### config.mk
export PLATFORM = sky130hd
export DESIGN_NAME = sbl_top
export DESIGN_NICKNAME = d
export VERILOG_FILES = /design/src/hw/sbl_pkg.sv /design/src/hw/sbl_uart_rx.sv /design/src/hw/sbl_uart_tx.sv /design/src/hw/sbl_top.sv
export VERILOG_INCLUDE_DIRS = /design/src /design/src/hw
export SDC_FILE = /design/constraint.sdc
export NUM_CORES = 1
export LEC_CHECK = 0
export BUFFER_PORTS_ARGS = -buffer_cell sky130_fd_sc_hd__buf_2
export CAP_MARGIN = 20
export CORE_AREA = 4 4 253 131
export CTS_BUF_LIST = sky130_fd_sc_hd__clkbuf_16
export DETAILED_ROUTE_END_ITERATION = 6
export DIE_AREA = 0 0 257 135
export MAX_ROUTING_LAYER = met4
export PLACE_DENSITY = 0.67
export SYNTH_ARGS = -nofsm -noshare
export SYNTH_HDL_FRONTEND = slang
export SYNTH_HIERARCHICAL = 1
export SYNTH_SLANG_ARGS = --single-unit
### constraint.sdc
create_clock -name clk -period 5.1 [get_ports clk]
set_input_delay 0.51 -clock clk [delete_from_list [all_inputs] [get_ports clk]]
set_output_delay 0.51 -clock clk [all_outputs]
set_load 0.005 [all_outputs]
### src/hw/sbl_defines.svh
// How it works
// - Latch boot, user and operating mode from pins
// - Boot link is one asynchronous serial channel
// - Boot starts loader, measures low, sets divisor
// - Measured low spans nine bit times
// - Send one zero byte when aligned
// - On 0x55 reply 0xaa, enter loader proper
// - Erase all flash unless already blank
// - Erase failure sends 0xff and halts loader
// - Send 0xaa, then length high, low, data
// - Echo every length and program byte
// - Store into 0xc00 window, base by mode
// - Loader work area is never written
// - Jump to window base after last byte
// - Alignment guaranteed only in listed clock ranges
// - Wait about 100 states before measuring
// - Before jump: serial off, divisor kept, pin high
// - Watchdog reset restarts loader, keeps latched mode
`ifndef SBL_DEFINES_SVH
`define SBL_DEFINES_SVH

// ----------------------------------------------------------------
// Widths and encodings
// ----------------------------------------------------------------
`define SBL_ADDR_W        24
`define SBL_MODE5         3'h5
`define SBL_MODE6         3'h6
`define SBL_MODE7         3'h7
`define SBL_BYTE_ALIGNED  8'h00
`define SBL_BYTE_SYNC     8'h55
`define SBL_BYTE_ACK      8'haa
`define SBL_BYTE_ERASE_ERR 8'hff

// ----------------------------------------------------------------
// RAM map
// ----------------------------------------------------------------
`define SBL_WIN_BASE_57   24'h0ff300
`define SBL_WIN_BASE_6    24'hfff300
`define SBL_WIN_SIZE      16'h0c00
`define SBL_RSV_BASE_57   24'h0fef10
`define SBL_RSV_BASE_6    24'hffef10
`define SBL_RSV_SIZE      24'h0003f0

// ----------------------------------------------------------------
// Timing
// ----------------------------------------------------------------
`define SBL_LOW_BITS      9
// One state is one system clock cycle
`define SBL_SETTLE_STATES 100
`define SBL_SETTLE_CYC    (`SBL_SETTLE_STATES * 1)
// Cycle at which the synchronised mode pins are valid
`define SBL_LATCH_CYC     2

`endif

### src/hw/sbl_pkg.sv
`include "sbl_defines.svh"

package sbl_pkg;

  // Gray codes along the normal path; error states off the path
  typedef enum logic [4:0] {
    SBL_SETTLE     = 5'h00,
    SBL_WAIT_HIGH  = 5'h01,
    SBL_WAIT_LOW   = 5'h03,
    SBL_MEASURE    = 5'h02,
    SBL_DIVIDE     = 5'h06,
    SBL_SEND_ALIGN = 5'h07,
    SBL_WAIT_SYNC  = 5'h05,
    SBL_SEND_ACK1  = 5'h04,
    SBL_CHECK      = 5'h0c,
    SBL_ERASE      = 5'h0d,
    SBL_SEND_ACK2  = 5'h0f,
    SBL_LEN_HI     = 5'h0e,
    SBL_LEN_LO     = 5'h0a,
    SBL_DATA       = 5'h0b,
    SBL_JUMP       = 5'h09,
    SBL_RUN        = 5'h08,
    SBL_SEND_ERR   = 5'h18,
    SBL_HALT       = 5'h19
  } sbl_state_e;

  typedef struct packed {
    logic       boot;
    logic       user;
    logic [2:0] op;
  } sbl_mode_s;

  typedef struct packed {
    logic                   we;
    logic [`SBL_ADDR_W-1:0] addr;
    logic [7:0]             data;
  } sbl_ram_wr_s;

endpackage : sbl_pkg

### src/hw/sbl_uart_rx.sv
`timescale 1ns/10ps

module sbl_uart_rx #(
  parameter int DIV_W = 24
) (
  input  wire logic             clk,
  input  wire logic             resetn,
  input  wire logic             en,
  input  wire logic [DIV_W-1:0] bit_cycles,
  input  wire logic             rxd,
  output logic                  valid,
  output logic [7:0]            data
);

  logic             busy_q, busy_d;
  logic [DIV_W-1:0] cnt_q, cnt_d;
  logic [3:0]       bit_q, bit_d;
  logic [7:0]       sh_q, sh_d;
  logic             valid_q, valid_d;

  always_comb
  begin
    busy_d  = busy_q;
    cnt_d   = cnt_q;
    bit_d   = bit_q;
    sh_d    = sh_q;
    valid_d = 1'b0;
    if (!busy_q)
    begin
      // Sample at mid bit: first wait half a bit
      if (en && !rxd)
      begin
        busy_d = 1'b1;
        cnt_d  = bit_cycles >> 1;
        bit_d  = 4'h0;
      end
    end
    else if (cnt_q != '0)
      cnt_d = cnt_q - 1'b1;
    else
    begin
      cnt_d = bit_cycles - 1'b1;
      bit_d = bit_q + 4'h1;
      if (bit_q == 4'h0)
        busy_d = !rxd;
      else if (bit_q == 4'h9)
      begin
        busy_d  = 1'b0;
        valid_d = rxd;
      end
      else
        sh_d = {rxd, sh_q[7:1]};
    end
  end

  always_ff @(posedge clk or negedge resetn)
  begin
    if (!resetn)
    begin
      busy_q  <= 1'b0;
      cnt_q   <= '0;
      bit_q   <= 4'h0;
      sh_q    <= 8'h00;
      valid_q <= 1'b0;
    end
    else
    begin
      busy_q  <= busy_d;
      cnt_q   <= cnt_d;
      bit_q   <= bit_d;
      sh_q    <= sh_d;
      valid_q <= valid_d;
    end
  end

  assign valid = valid_q;
  assign data  = sh_q;

endmodule : sbl_uart_rx

### src/hw/sbl_uart_tx.sv
`timescale 1ns/10ps

module sbl_uart_tx #(
  parameter int DIV_W = 24
) (
  input  wire logic             clk,
  input  wire logic             resetn,
  input  wire logic             en,
  input  wire logic [DIV_W-1:0] bit_cycles,
  input  wire logic             valid,
  input  wire logic [7:0]       data,
  output logic                  ready,
  output logic                  txd
);

  logic             busy_q, busy_d;
  logic [DIV_W-1:0] cnt_q, cnt_d;
  logic [3:0]       bit_q, bit_d;
  logic [9:0]       sh_q, sh_d;
  logic             txd_q, txd_d;

  // A frame in flight always completes, even if disabled meanwhile
  always_comb
  begin
    busy_d = busy_q;
    cnt_d  = cnt_q;
    bit_d  = bit_q;
    sh_d   = sh_q;
    txd_d  = txd_q;
    if (!busy_q)
    begin
      txd_d = 1'b1;
      if (en && valid)
      begin
        busy_d = 1'b1;
        sh_d   = {1'b1, data, 1'b0};
        cnt_d  = '0;
        bit_d  = 4'h0;
      end
    end
    else if (cnt_q != '0)
      cnt_d = cnt_q - 1'b1;
    else if (bit_q == 4'ha)
    begin
      busy_d = 1'b0;
      txd_d  = 1'b1;
    end
    else
    begin
      txd_d = sh_q[0];
      sh_d  = {1'b1, sh_q[9:1]};
      bit_d = bit_q + 4'h1;
      cnt_d = bit_cycles - 1'b1;
    end
  end

  always_ff @(posedge clk or negedge resetn)
  begin
    if (!resetn)
    begin
      busy_q <= 1'b0;
      cnt_q  <= '0;
      bit_q  <= 4'h0;
      sh_q   <= 10'h3ff;
      txd_q  <= 1'b1;
    end
    else
    begin
      busy_q <= busy_d;
      cnt_q  <= cnt_d;
      bit_q  <= bit_d;
      sh_q   <= sh_d;
      txd_q  <= txd_d;
    end
  end

  assign ready = en && !busy_q;
  assign txd   = txd_q;

endmodule : sbl_uart_tx

### src/hw/sbl_top.sv
`timescale 1ns/10ps
`include "sbl_defines.svh"

module sbl_top #(
  parameter int DIV_W = 24
) (
  input  wire logic                      clk,
  input  wire logic                      resetn,
  input  wire logic                      program_voltage_pin_hv,
  input  wire logic                      mode_pin_high_hv,
  input  wire logic                      mode_pin_high,
  input  wire logic                      mode_pin_mid,
  input  wire logic                      mode_pin_low,
  input  wire logic                      rxd,
  input  wire logic                      wdt_reset,
  input  wire logic                      flash_blank,
  input  wire logic                      erase_done,
  input  wire logic                      erase_fail,
  output logic                           boot_mode,
  output logic                           user_prog_mode,
  output logic [2:0]                     op_mode,
  output logic [DIV_W-1:0]               baud_divisor_register,
  output logic                           receiver_enable_bit,
  output logic                           transmitter_enable_bit,
  output logic                           txd,
  output logic                           txd_oe,
  output sbl_pkg::sbl_ram_wr_s           ram_wr,
  output logic                           erase_req,
  output logic                           jump,
  output logic [`SBL_ADDR_W-1:0]         jump_addr,
  output logic                           halted
);
  import sbl_pkg::*;

  // ----------------------------------------------------------------
  // Pin synchronisers
  // ----------------------------------------------------------------
  logic [5:0] pin_meta_q;
  logic [5:0] pin_sync_q;
  logic       rxd_s;

  always_ff @(posedge clk or negedge resetn)
  begin
    if (!resetn)
    begin
      pin_meta_q <= 6'h01;
      pin_sync_q <= 6'h01;
    end
    else
    begin
      pin_meta_q <= {mode_pin_low, mode_pin_mid, mode_pin_high,
                     mode_pin_high_hv, program_voltage_pin_hv, rxd};
      pin_sync_q <= pin_meta_q;
    end
  end

  assign rxd_s = pin_sync_q[0];

  // ----------------------------------------------------------------
  // State
  // ----------------------------------------------------------------
  sbl_state_e             state_q, state_d;
  sbl_mode_s              mode_q, mode_d;
  logic                   latched_q, latched_d;
  logic [DIV_W-1:0]       cnt_q, cnt_d;
  logic [DIV_W-1:0]       quot_q, quot_d;
  logic [DIV_W-1:0]       div_q, div_d;
  logic [15:0]            len_q, len_d;
  logic [15:0]            count_q, count_d;
  logic [7:0]             echo_q, echo_d;
  logic                   echo_pend_q, echo_pend_d;
  sbl_ram_wr_s            ram_q, ram_d;
  logic                   erase_q, erase_d;
  logic                   rx_en_q, rx_en_d;
  logic                   tx_en_q, tx_en_d;
  logic                   oe_q, oe_d;
  logic                   jump_q, jump_d;
  logic [`SBL_ADDR_W-1:0] jaddr_q, jaddr_d;
  logic                   halt_q, halt_d;

  logic                   rx_valid;
  logic [7:0]             rx_data;
  logic                   tx_valid;
  logic [7:0]             tx_data;
  logic                   tx_ready;
  logic                   tx_line;
  logic                   echo_state;
  logic [`SBL_ADDR_W-1:0] win_base;
  logic [2:0]             pin_op;

  // Ordered high, mid, low so the two low pins form the mode number
  assign pin_op   = {pin_sync_q[3], pin_sync_q[4], pin_sync_q[5]};
  assign win_base = (mode_q.op == `SBL_MODE6) ? `SBL_WIN_BASE_6
                                              : `SBL_WIN_BASE_57;
  assign echo_state = (state_q == SBL_LEN_HI) || (state_q == SBL_LEN_LO) ||
                      (state_q == SBL_DATA)   || (state_q == SBL_JUMP);

  // Fixed replies take the transmitter first; echoes fill the rest
  always_comb
  begin
    tx_valid = 1'b0;
    tx_data  = echo_q;
    case (state_q)
      SBL_SEND_ALIGN:
      begin
        tx_valid = 1'b1;
        tx_data  = `SBL_BYTE_ALIGNED;
      end
      SBL_SEND_ACK1, SBL_SEND_ACK2:
      begin
        tx_valid = 1'b1;
        tx_data  = `SBL_BYTE_ACK;
      end
      SBL_SEND_ERR:
      begin
        tx_valid = 1'b1;
        tx_data  = `SBL_BYTE_ERASE_ERR;
      end
      default:
        tx_valid = echo_state && echo_pend_q;
    endcase
  end

  always_comb
  begin
    state_d     = state_q;
    mode_d      = mode_q;
    latched_d   = latched_q;
    cnt_d       = cnt_q;
    quot_d      = quot_q;
    div_d       = div_q;
    len_d       = len_q;
    count_d     = count_q;
    echo_d      = echo_q;
    echo_pend_d = echo_pend_q;
    ram_d       = ram_q;
    ram_d.we    = 1'b0;
    erase_d     = erase_q;
    rx_en_d     = rx_en_q;
    tx_en_d     = tx_en_q;
    oe_d        = oe_q;
    jump_d      = 1'b0;
    jaddr_d     = jaddr_q;
    halt_d      = halt_q;

    // Clear first so that a new byte arriving in the same cycle wins
    if (echo_state && tx_valid && tx_ready)
      echo_pend_d = 1'b0;
    if (echo_state && state_q != SBL_JUMP && rx_valid)
    begin
      echo_pend_d = 1'b1;
      echo_d      = rx_data;
    end

    case (state_q)
      SBL_SETTLE:
      begin
        cnt_d = cnt_q + 1'b1;
        // Mode is caught once after power-on reset, not on a restart
        if (!latched_q && cnt_q == DIV_W'(`SBL_LATCH_CYC))
        begin
          latched_d   = 1'b1;
          mode_d.boot = pin_sync_q[1] && pin_sync_q[2] &&
                        (pin_op[1:0] != 2'h0);
          mode_d.user = pin_sync_q[1] && !pin_sync_q[2] && pin_sync_q[3] &&
                        (pin_op[1:0] != 2'h0);
          mode_d.op   = (pin_op[1:0] != 2'h0) ? {1'b1, pin_op[1:0]} : 3'h0;
        end
        if (cnt_q == DIV_W'(`SBL_SETTLE_CYC - 1))
        begin
          cnt_d   = '0;
          state_d = (mode_q.boot && mode_q.op != 3'h0) ? SBL_WAIT_HIGH
                                                       : SBL_RUN;
        end
      end
      SBL_WAIT_HIGH:
        if (rxd_s)
          state_d = SBL_WAIT_LOW;
      SBL_WAIT_LOW:
        if (!rxd_s)
        begin
          state_d = SBL_MEASURE;
          cnt_d   = DIV_W'(1);
        end
      SBL_MEASURE:
        if (!rxd_s)
        begin
          // Saturate: wide enough for 2400 bps at this clock
          if (cnt_q != '1)
            cnt_d = cnt_q + 1'b1;
        end
        else
        begin
          state_d = SBL_DIVIDE;
          quot_d  = '0;
        end
      SBL_DIVIDE:
        // Serial division keeps area small; costs one cycle per quotient step, about one bit time
        if (cnt_q >= DIV_W'(`SBL_LOW_BITS))
        begin
          cnt_d  = cnt_q - DIV_W'(`SBL_LOW_BITS);
          quot_d = quot_q + 1'b1;
        end
        else
        begin
          div_d   = (quot_q == '0) ? DIV_W'(1) : quot_q;
          rx_en_d = 1'b1;
          tx_en_d = 1'b1;
          oe_d    = 1'b1;
          state_d = SBL_SEND_ALIGN;
        end
      SBL_SEND_ALIGN:
        if (tx_ready)
          state_d = SBL_WAIT_SYNC;
      SBL_WAIT_SYNC:
        // Stray zero bytes still in flight are dropped here
        if (rx_valid && rx_data == `SBL_BYTE_SYNC)
          state_d = SBL_SEND_ACK1;
      SBL_SEND_ACK1:
        if (tx_ready)
          state_d = SBL_CHECK;
      SBL_CHECK:
        if (flash_blank)
          state_d = SBL_SEND_ACK2;
        else
        begin
          erase_d = 1'b1;
          state_d = SBL_ERASE;
        end
      SBL_ERASE:
        if (erase_fail)
        begin
          erase_d = 1'b0;
          state_d = SBL_SEND_ERR;
        end
        else if (erase_done)
        begin
          erase_d = 1'b0;
          state_d = SBL_SEND_ACK2;
        end
      SBL_SEND_ERR:
        if (tx_ready)
        begin
          rx_en_d = 1'b0;
          halt_d  = 1'b1;
          state_d = SBL_HALT;
        end
      SBL_HALT:
        state_d = SBL_HALT;
      SBL_SEND_ACK2:
        if (tx_ready)
          state_d = SBL_LEN_HI;
      SBL_LEN_HI:
        if (rx_valid)
        begin
          len_d[15:8] = rx_data;
          state_d     = SBL_LEN_LO;
        end
      SBL_LEN_LO:
        if (rx_valid)
        begin
          len_d[7:0] = rx_data;
          count_d    = 16'h0000;
          state_d    = ({len_q[15:8], rx_data} == 16'h0000) ? SBL_JUMP
                                                            : SBL_DATA;
        end
      SBL_DATA:
        if (rx_valid)
        begin
          // Writes stop at the window end, so nothing past the window is written
          if (count_q < `SBL_WIN_SIZE)
          begin
            ram_d.we   = 1'b1;
            ram_d.addr = win_base + {8'h00, count_q};
            ram_d.data = rx_data;
          end
          count_d = count_q + 16'h0001;
          if (count_q + 16'h0001 == len_q)
            state_d = SBL_JUMP;
        end
      SBL_JUMP:
        // Last echo must leave the pin before the serial unit shuts off
        if (!echo_pend_q && tx_ready)
        begin
          rx_en_d = 1'b0;
          tx_en_d = 1'b0;
          oe_d    = 1'b1;
          jump_d  = 1'b1;
          jaddr_d = win_base;
          state_d = SBL_RUN;
        end
      SBL_RUN:
        state_d = SBL_RUN;
      default:
        state_d = SBL_SETTLE;
    endcase

    if (wdt_reset && mode_q.boot)
    begin
      state_d     = SBL_SETTLE;
      cnt_d       = '0;
      rx_en_d     = 1'b0;
      tx_en_d     = 1'b0;
      erase_d     = 1'b0;
      echo_pend_d = 1'b0;
      halt_d      = 1'b0;
      ram_d.we    = 1'b0;
      jump_d      = 1'b0;
    end
  end

  always_ff @(posedge clk or negedge resetn)
  begin
    if (!resetn)
    begin
      state_q     <= SBL_SETTLE;
      mode_q      <= '0;
      latched_q   <= 1'b0;
      cnt_q       <= '0;
      quot_q      <= '0;
      div_q       <= DIV_W'(1);
      len_q       <= 16'h0000;
      count_q     <= 16'h0000;
      echo_q      <= 8'h00;
      echo_pend_q <= 1'b0;
      ram_q       <= '0;
      erase_q     <= 1'b0;
      rx_en_q     <= 1'b0;
      tx_en_q     <= 1'b0;
      oe_q        <= 1'b0;
      jump_q      <= 1'b0;
      jaddr_q     <= '0;
      halt_q      <= 1'b0;
    end
    else
    begin
      state_q     <= state_d;
      mode_q      <= mode_d;
      latched_q   <= latched_d;
      cnt_q       <= cnt_d;
      quot_q      <= quot_d;
      div_q       <= div_d;
      len_q       <= len_d;
      count_q     <= count_d;
      echo_q      <= echo_d;
      echo_pend_q <= echo_pend_d;
      ram_q       <= ram_d;
      erase_q     <= erase_d;
      rx_en_q     <= rx_en_d;
      tx_en_q     <= tx_en_d;
      oe_q        <= oe_d;
      jump_q      <= jump_d;
      jaddr_q     <= jaddr_d;
      halt_q      <= halt_d;
    end
  end

  // ----------------------------------------------------------------
  // Serial channel
  // ----------------------------------------------------------------
  sbl_uart_rx #(.DIV_W(DIV_W)) u_rx (
    .clk        (clk),
    .resetn     (resetn),
    .en         (rx_en_q),
    .bit_cycles (div_q),
    .rxd        (rxd_s),
    .valid      (rx_valid),
    .data       (rx_data)
  );

  sbl_uart_tx #(.DIV_W(DIV_W)) u_tx (
    .clk        (clk),
    .resetn     (resetn),
    .en         (tx_en_q),
    .bit_cycles (div_q),
    .valid      (tx_valid),
    .data       (tx_data),
    .ready      (tx_ready),
    .txd        (tx_line)
  );

  assign boot_mode              = mode_q.boot;
  assign user_prog_mode         = mode_q.user;
  assign op_mode                = mode_q.op;
  assign baud_divisor_register  = div_q;
  assign receiver_enable_bit    = rx_en_q;
  assign transmitter_enable_bit = tx_en_q;
  assign txd                    = tx_line;
  assign txd_oe                 = oe_q;
  assign ram_wr                 = ram_q;
  assign erase_req              = erase_q;
  assign jump                   = jump_q;
  assign jump_addr              = jaddr_q;
  assign halted                 = halt_q;

  // ----------------------------------------------------------------
  // Assertions
  // ----------------------------------------------------------------
  property p_boot_op;
    @(posedge clk) disable iff (!resetn)
    boot_mode && state_q != SBL_SETTLE |-> op_mode >= `SBL_MODE5;
  endproperty
  a_boot_op: assert property (p_boot_op)
    else $error("boot mode with invalid operating mode");

  property p_settle;
    @(posedge clk) disable iff (!resetn)
    state_q == SBL_WAIT_HIGH && $past(state_q) == SBL_SETTLE
      |-> $past(cnt_q) == DIV_W'(`SBL_SETTLE_CYC - 1);
  endproperty
  a_settle: assert property (p_settle)
    else $error("measurement began before settle time");

  property p_align;
    @(posedge clk) disable iff (!resetn)
    $rose(tx_en_q) |-> state_q == SBL_SEND_ALIGN && div_q != '0
      && tx_valid && tx_data == `SBL_BYTE_ALIGNED;
  endproperty
  a_align: assert property (p_align)
    else $error("alignment byte not offered after divisor set");

  property p_sync_ack;
    @(posedge clk) disable iff (!resetn)
    state_q == SBL_WAIT_SYNC && rx_valid && rx_data == `SBL_BYTE_SYNC
      && !wdt_reset |=> tx_valid && tx_data == `SBL_BYTE_ACK;
  endproperty
  a_sync_ack: assert property (p_sync_ack)
    else $error("sync byte not answered");

  property p_erase;
    @(posedge clk) disable iff (!resetn)
    state_q == SBL_CHECK && !flash_blank && !wdt_reset |=> erase_q;
  endproperty
  a_erase: assert property (p_erase)
    else $error("non-blank flash not erased");

  property p_halt;
    @(posedge clk) disable iff (!resetn)
    halt_q |-> !ram_q.we && !jump_q && !rx_en_q && !erase_q;
  endproperty
  a_halt: assert property (p_halt)
    else $error("loader active after erase error");

  property p_echo;
    @(posedge clk) disable iff (!resetn)
    state_q == SBL_DATA && rx_valid && !wdt_reset
      |=> echo_pend_q && echo_q == $past(rx_data);
  endproperty
  a_echo: assert property (p_echo)
    else $error("received byte not queued for echo");

  property p_window;
    @(posedge clk) disable iff (!resetn)
    ram_q.we |-> ram_q.addr >= win_base
      && ram_q.addr < win_base + {8'h00, `SBL_WIN_SIZE};
  endproperty
  a_window: assert property (p_window)
    else $error("write outside download window");

  property p_jump;
    @(posedge clk) disable iff (!resetn)
    jump_q |-> jaddr_q == win_base && !rx_en_q && !tx_en_q && oe_q
      && count_q == len_q;
  endproperty
  a_jump: assert property (p_jump)
    else $error("jump state wrong");

endmodule : sbl_top

# [After elaboration in Yosys (flattened, before gate mapping)]
# Index checks and enable logic that the tools add are counted.
[totals] register_bits=277 in_bits=12 output_inout_bits=93 word_cells=275
[classes] addsub=10 n_lt_le_gt_ge=2 n_eq_ne=56 muxes=101 bitwise=4 reduce_logical=67
[ops] operator="24-bit two-way mux" count=17
[ops] operator="33-bit two-way mux" count=3
[ops] operator="24-bit case mux with 4 select lines" count=1
[ops] operator="5-bit two-way mux" count=18
[ops] operator="5-bit case mux with 18 select lines" count=1
[ops] operator="24-bit by 1-bit subtractor with 24-bit output (second input constant)" count=3
[ops] operator="24-bit by 1-bit adder with 24-bit output (second input constant)" count=2
[ops] operator="24-bit case mux with 2 select lines" count=1
[ops] operator="24-bit nonzero test" count=2
[ops] operator="3-bit inequality test (second input constant)" count=15
[ops] operator="5-bit by 4-bit equality test with 1-bit output (second input constant)" count=8
[ops] operator="10-bit two-way mux" count=4
[ops] operator="1-bit two-way mux" count=37
[ops] operator="16-bit two-way mux" count=2
[ops] operator="4-bit two-way mux" count=8
[ops] operator="16-bit case mux with 2 select lines" count=1
[ops] operator="24-bit by 16-bit adder with 24-bit output" count=1
[ops] operator="24-bit by 2-bit equality test with 1-bit output (second input constant)" count=1
[ops] operator="24-bit by 7-bit equality test with 1-bit output (second input constant)" count=1
[ops] operator="24-bit by 4-bit greater-or-equal comparator with 1-bit output (second input constant)" count=1
[ops] operator="24-bit logical NOT" count=1
[ops] operator="24-bit inequality test (second input constant)" count=1
[ops] operator="8-bit case mux with 3 select lines" count=1
[ops] operator="24-bit by 4-bit subtractor with 24-bit output (second input constant)" count=1
[ops] operator="other kinds (38)" count=109

# [Longest topological paths before layout]
[depth] word_depth=11 ltp_mapped=13 depth_no_buf=11

# [Cells and area by module]
# Netlist, hierarchy kept.
[by_module_without_submodules] module="sbl_top" instances=1 cells_per_inst=1107 area_each_um2=9819.4 seq_area_each_um2=4433.0
[by_module_without_submodules] module="sbl_uart_rx" instances=1 cells_per_inst=339 area_each_um2=2798.9 seq_area_each_um2=950.9
[by_module_without_submodules] module="sbl_uart_tx" instances=1 cells_per_inst=311 area_each_um2=2673.8 seq_area_each_um2=988.4

# [Worst setup path after synthesis]
# Ideal clock, no wire load.
[synth_path] path_kind="register -> register" startpoint="register u_rx.cnt_q[2]" endpoint="register u_rx.cnt_q[22]" setup_ps=120 t_arrival_ps=3287 required_time_ps=4980 path_slack_ps=1693 stages_incl_launch_ff=14 n_path_buf=2 period_less_slack_ps=3407 cell_sequence="dfrtp_1 -> nor3_1 -> nand4_2 -> nor2_2 -> buf_4 -> buf_2 -> a21oi_1 -> ha_1 -> or4b_4 -> nor4_2 -> nand2_1 -> or2_1 -> or4_1 -> a31o_1"
[synth_between] elab_chain_cells=3 word_cells_on_any_way=4 classes_between="add/sub (1); mux (2); reduce/logical (1)"
[synth_rtl] element="start: declaration" line="sbl_uart_rx.sv:16" text="logic [DIV_W-1:0] cnt_q, cnt_d;"
[synth_rtl] element="start signal: assignment" line="sbl_uart_rx.sv:69" text="cnt_q <= cnt_d;"
[synth_rtl] element="24-bit by 1-bit subtractor with 24-bit output or 24-bit nonzero test (tied branches)" line="sbl_uart_rx.sv:39, sbl_uart_rx.sv:38"
[synth_rtl] element="24-bit two-way mux *" line="sbl_uart_rx.sv:38" text="else if (cnt_q != '0)"
[synth_rtl] element="24-bit two-way mux *" line="sbl_uart_rx.sv:28" text="if (!busy_q)"
# Mark *: on every way between the ends. The rest lies on a longest branch, timed or not.
# A chain may end at the register's enable or synchronous reset.

# [Worst setup path after layout]
[layout_path] startpoint="register u_rx.cnt_q[16]" endpoint="register u_rx.cnt_q[18]"
# Same word-level chain as after synthesis.

==> results.yml <==
status:
  status: "completed"
place:
  dpl_cell_area_um2: 16000
  io_buffers: 94
  gp_congestion: 0.989
  dpl.hpwl_um: 34700
  place_inst: 2188
routing:
  drc_errors: 0
  ant_nets: 0
  dr_total_vias: 14300
  wirelength_um: 48600
  post_drt_wl_per_cell_um: 21.7
  vias_per_cell: 6.38
  first_pass_iters: 6
  dr.first_iter.drc_count: 2206
cells_and_area:
  fin_area_um2: 16800
  antennaDiodeCount: 0
  drive_above_1_share: 0.141
  finalNetCount: 1812
  synthToLayoutAreaGrowth_pct: 10.1
  instances_no_fill: 2235
global_route:
  grt_max_degree: 108
  gr-total-overflow: 0
  grt_pass1_vias: 13000
  antenna_found_initial: 0
  grt_pass1_wl_um: 76900
  gr-usage-all-layers: 0.284
yosys:
  async_flop_share: 1.00
  yosysSeqAreaShare: 0.417
  synth_cell_type_count: 97
  synth_compound_area_frac: 0.181
  synth_cells: 1757
  synth.ff_latch_count: 254
  yosys.area_share.simple: 0.272
  synth_top_family_by_area: "simple AND/OR/NAND/NOR gates"
  synth-main-ff-cell: "dfrtp_1"
  synth_edf_count: 0
  synth_adder_area_share: 0.0123
  synth.avg_cell_area_um2: 8.70
  synthMuxAreaShare: 0.0394
  synthXorXnorAreaFrac: 0.0309
  yosysWarningCount: 6
  synth_area_um2: 15300
floorplanning:
  chipHeight_um: 135
  start_util: 0.491
  core_um2: 31100
  die_area_um2: 34700
  die_w_um: 257
  io-pin-count: 105
  rows: 46
cts:
  post_cts_resized: 0
  cts.clk_slew.worst_paths_ns: 0.07
  cts_root_buf: "clkbuf_16"
  cts_tree: "built"
  ctsHoldBuffers: 0
  clk_latency_ns: 0.55
  cts.path.max_buffers: 3
  numCtsBuffers: 25
  cts.htree.levels: 1
  clock_sinks: 254
  post_cts_buffers: 0
critical_path:
  cp.arrival_ns: 4.62
  crit_required_ns: 5.56
  start_kind: "flip-flop"
  worst_path_largest_cell_delay_ns: 0.98
  critical-path-top-delay-family: "simple AND/OR/NAND/NOR gates"
  cp-end-kind: "flip-flop"
  cp_cell_sequence: "nor4_1 > nand4_2 > nor2_2 > buf_4 > a21oi_1 > ha_1 > or4b_4 > nor4_2 > nand2_1 > a2111oi_0 > xor2_1 > mux2i_1"
  cp_slowest_cell: "a2111oi_0"
  worst-path-buf-inv: 1
  timing_worst_setup_path_type: "flip-flop to flip-flop"
  cp_max_fo: 19
pwr:
  power.switching_mw: 1.07
  clock_power_share: 0.445
  swShare: 0.246
  power_density_nw_per_um2: 257
  ir_drop_mv: 0.193
  p_comb_frac: 0.057
  seq_power_share: 0.497
  cellLeakagePower_nw: 7.55
  p_int_mw: 3.27
timing:
  skew_ns: 0.0193
  fmax_ghz: 0.240
  finalSetupViolations: 0
  rsz0062_at_grt: "false"
  fin_crit_ns: 4.16
  worst-slew-pin-transition_ns: 1.14
  fin_crit_sh: 0.816
  tns_ns: 0
  slew_viol_final: 0
  hold_viol_final: 0
  max-slew-margin-rel: 0.221
hold_path:
  hold_path_class: "input port to asynchronous set/reset pin"
job:
  maxCapViolCount: 0
## flip-flops by register name (all words and copies together), names as in the netlist, 9 cells and up
signal / flops
cnt_q: 24
ram_wr: 33
u_rx/cnt_q: 24
u_tx/sh_q: 9
count_q: 16
baud_divisor_register: 24
quot_q: 24
u_tx/cnt_q: 24
len_q: 16
## worst paths after layout
check / start / to / slack (ns) / cells past startpoint
max: u_rx/cnt_q[16] / u_rx/cnt_q[18] / 0.94 / 12
min: resetn / ram_wr[8] / 0.001 / 1
max reg2reg: u_rx/cnt_q[16] / u_rx/cnt_q[18] / 0.94 / 12
min reg2reg: pin_meta_q[2] / pin_sync_q[2] / 0.34 / 0
max in group asynchronous: resetn / cnt_q[18] / 3.92 / 2
min in group clk: rxd / pin_meta_q[0] / 0.06 / 1
## per-layer routing
layer  global-route usage  vias to the layer above  routed length, µm  part of all wire
li1                     -                     6504                  -                 -
met1                0.447                     6974              23400              0.48
met2                0.354                      738              18700              0.39
met3               0.0950                       48               5850              0.12
met4               0.0378                        0                570             0.012
met5                    -                        -                  0                 0
## worst register-to-register path, delay by kind of cell, from the launching register on
kind	cells	cell delay [ns]
compound gates	2	1.20
fa+ha+maj	1	0.24
xor+xnor	1	0.15
mux	1	0.22
simple gates	6	1.52
flops	1	0.54
buf+inv	1	0.21
## logic make-up after synthesis
family	after synthesis
AO/OA/AOI/OAI	415
XOR/XNOR	54
adder cells (fa/ha/maj)	15
buffers and inverters	166
flip-flops	254
multiplexers	55
other	1
AND/OR/NAND/NOR	797
## synth_stat cells, types with 16 or more instances
library cell    n  share of area
nand2b_1       22         0.0090
dfrtp_1       241           0.39
nor3_1         64          0.021
xnor2_1        34          0.019
buf_4          23          0.011
or3_1          31          0.013
nand4_1        42          0.017
or4_1          19         0.0093
clkbuf_1       89          0.022
xor2_1         20          0.011
a21oi_1        97          0.032
nand2_1       266          0.065
nor4_1         54          0.022
mux2_2         30          0.022
and3_1         21         0.0086
o21ai_0       100          0.033
nand3_1        53          0.017
a31oi_1        24         0.0098
nor2_1        124          0.030
inv_1          35         0.0086
mux2i_1        16          0.010
## final cells by class
cell class                 count  area, µm²
multi-input combinational   1346       8230
clock inverter                20        205
sequential                   254       6370
timing repair buffer         123        731
fill                        2843      14300
inverter                      35        131
clock buffer                  25        626
tap                          432        541
## power groups by stage
stage / logic (mW) / registers (mW) / clock network [mW]
6_report: 0.248 / 2.15 / 1.93
4_1_cts: 0.246 / 2.15 / 1.97
3_3_place_gp: 0.243 / 2.18 / 0
3_5_place_dp: 0.243 / 2.19 / 0
5_1_grt: 0.278 / 2.16 / 2.06
2_1_floorplan: 0.156 / 2.16 / 0
## placed cells by master, fill, tap and decap left out, types with 20 or more instances in the layout
master     netlist  layout
buf_4           23      27
buf_2            9      93
nor2_1         124     124
a31oi_1         24      24
and3_1          21      21
nor4_1          54      54
xnor2_1         34      34
nor3_1          64      64
inv_1           35      38
mux2_2          30      30
nand3_1         53      53
o21ai_0        100     100
nand4_1         42      42
clkbuf_16        0      25
nand2_1        266     266
xor2_1          20      20
dfrtp_1        241     241
or3_1           31      31
a21oi_1         97      97
nand2b_1        22      22
## per-stage QoR
stage	power [mW]	hold WS [ns]	utilization	worst slack, ns
after floorplan	2.32	0.214	-	1.69
after global placement	2.42	0.335	0.513	1.29
after detailed placement	2.43	0.337	0.513	1.25
after CTS	4.36	0.0445	0.540	1.22
after global routing	4.50	0.0447	0.541	0.737
final	4.33	0.00112	0.541	0.940
No activity file was read; power rests on OpenSTA's default activity.
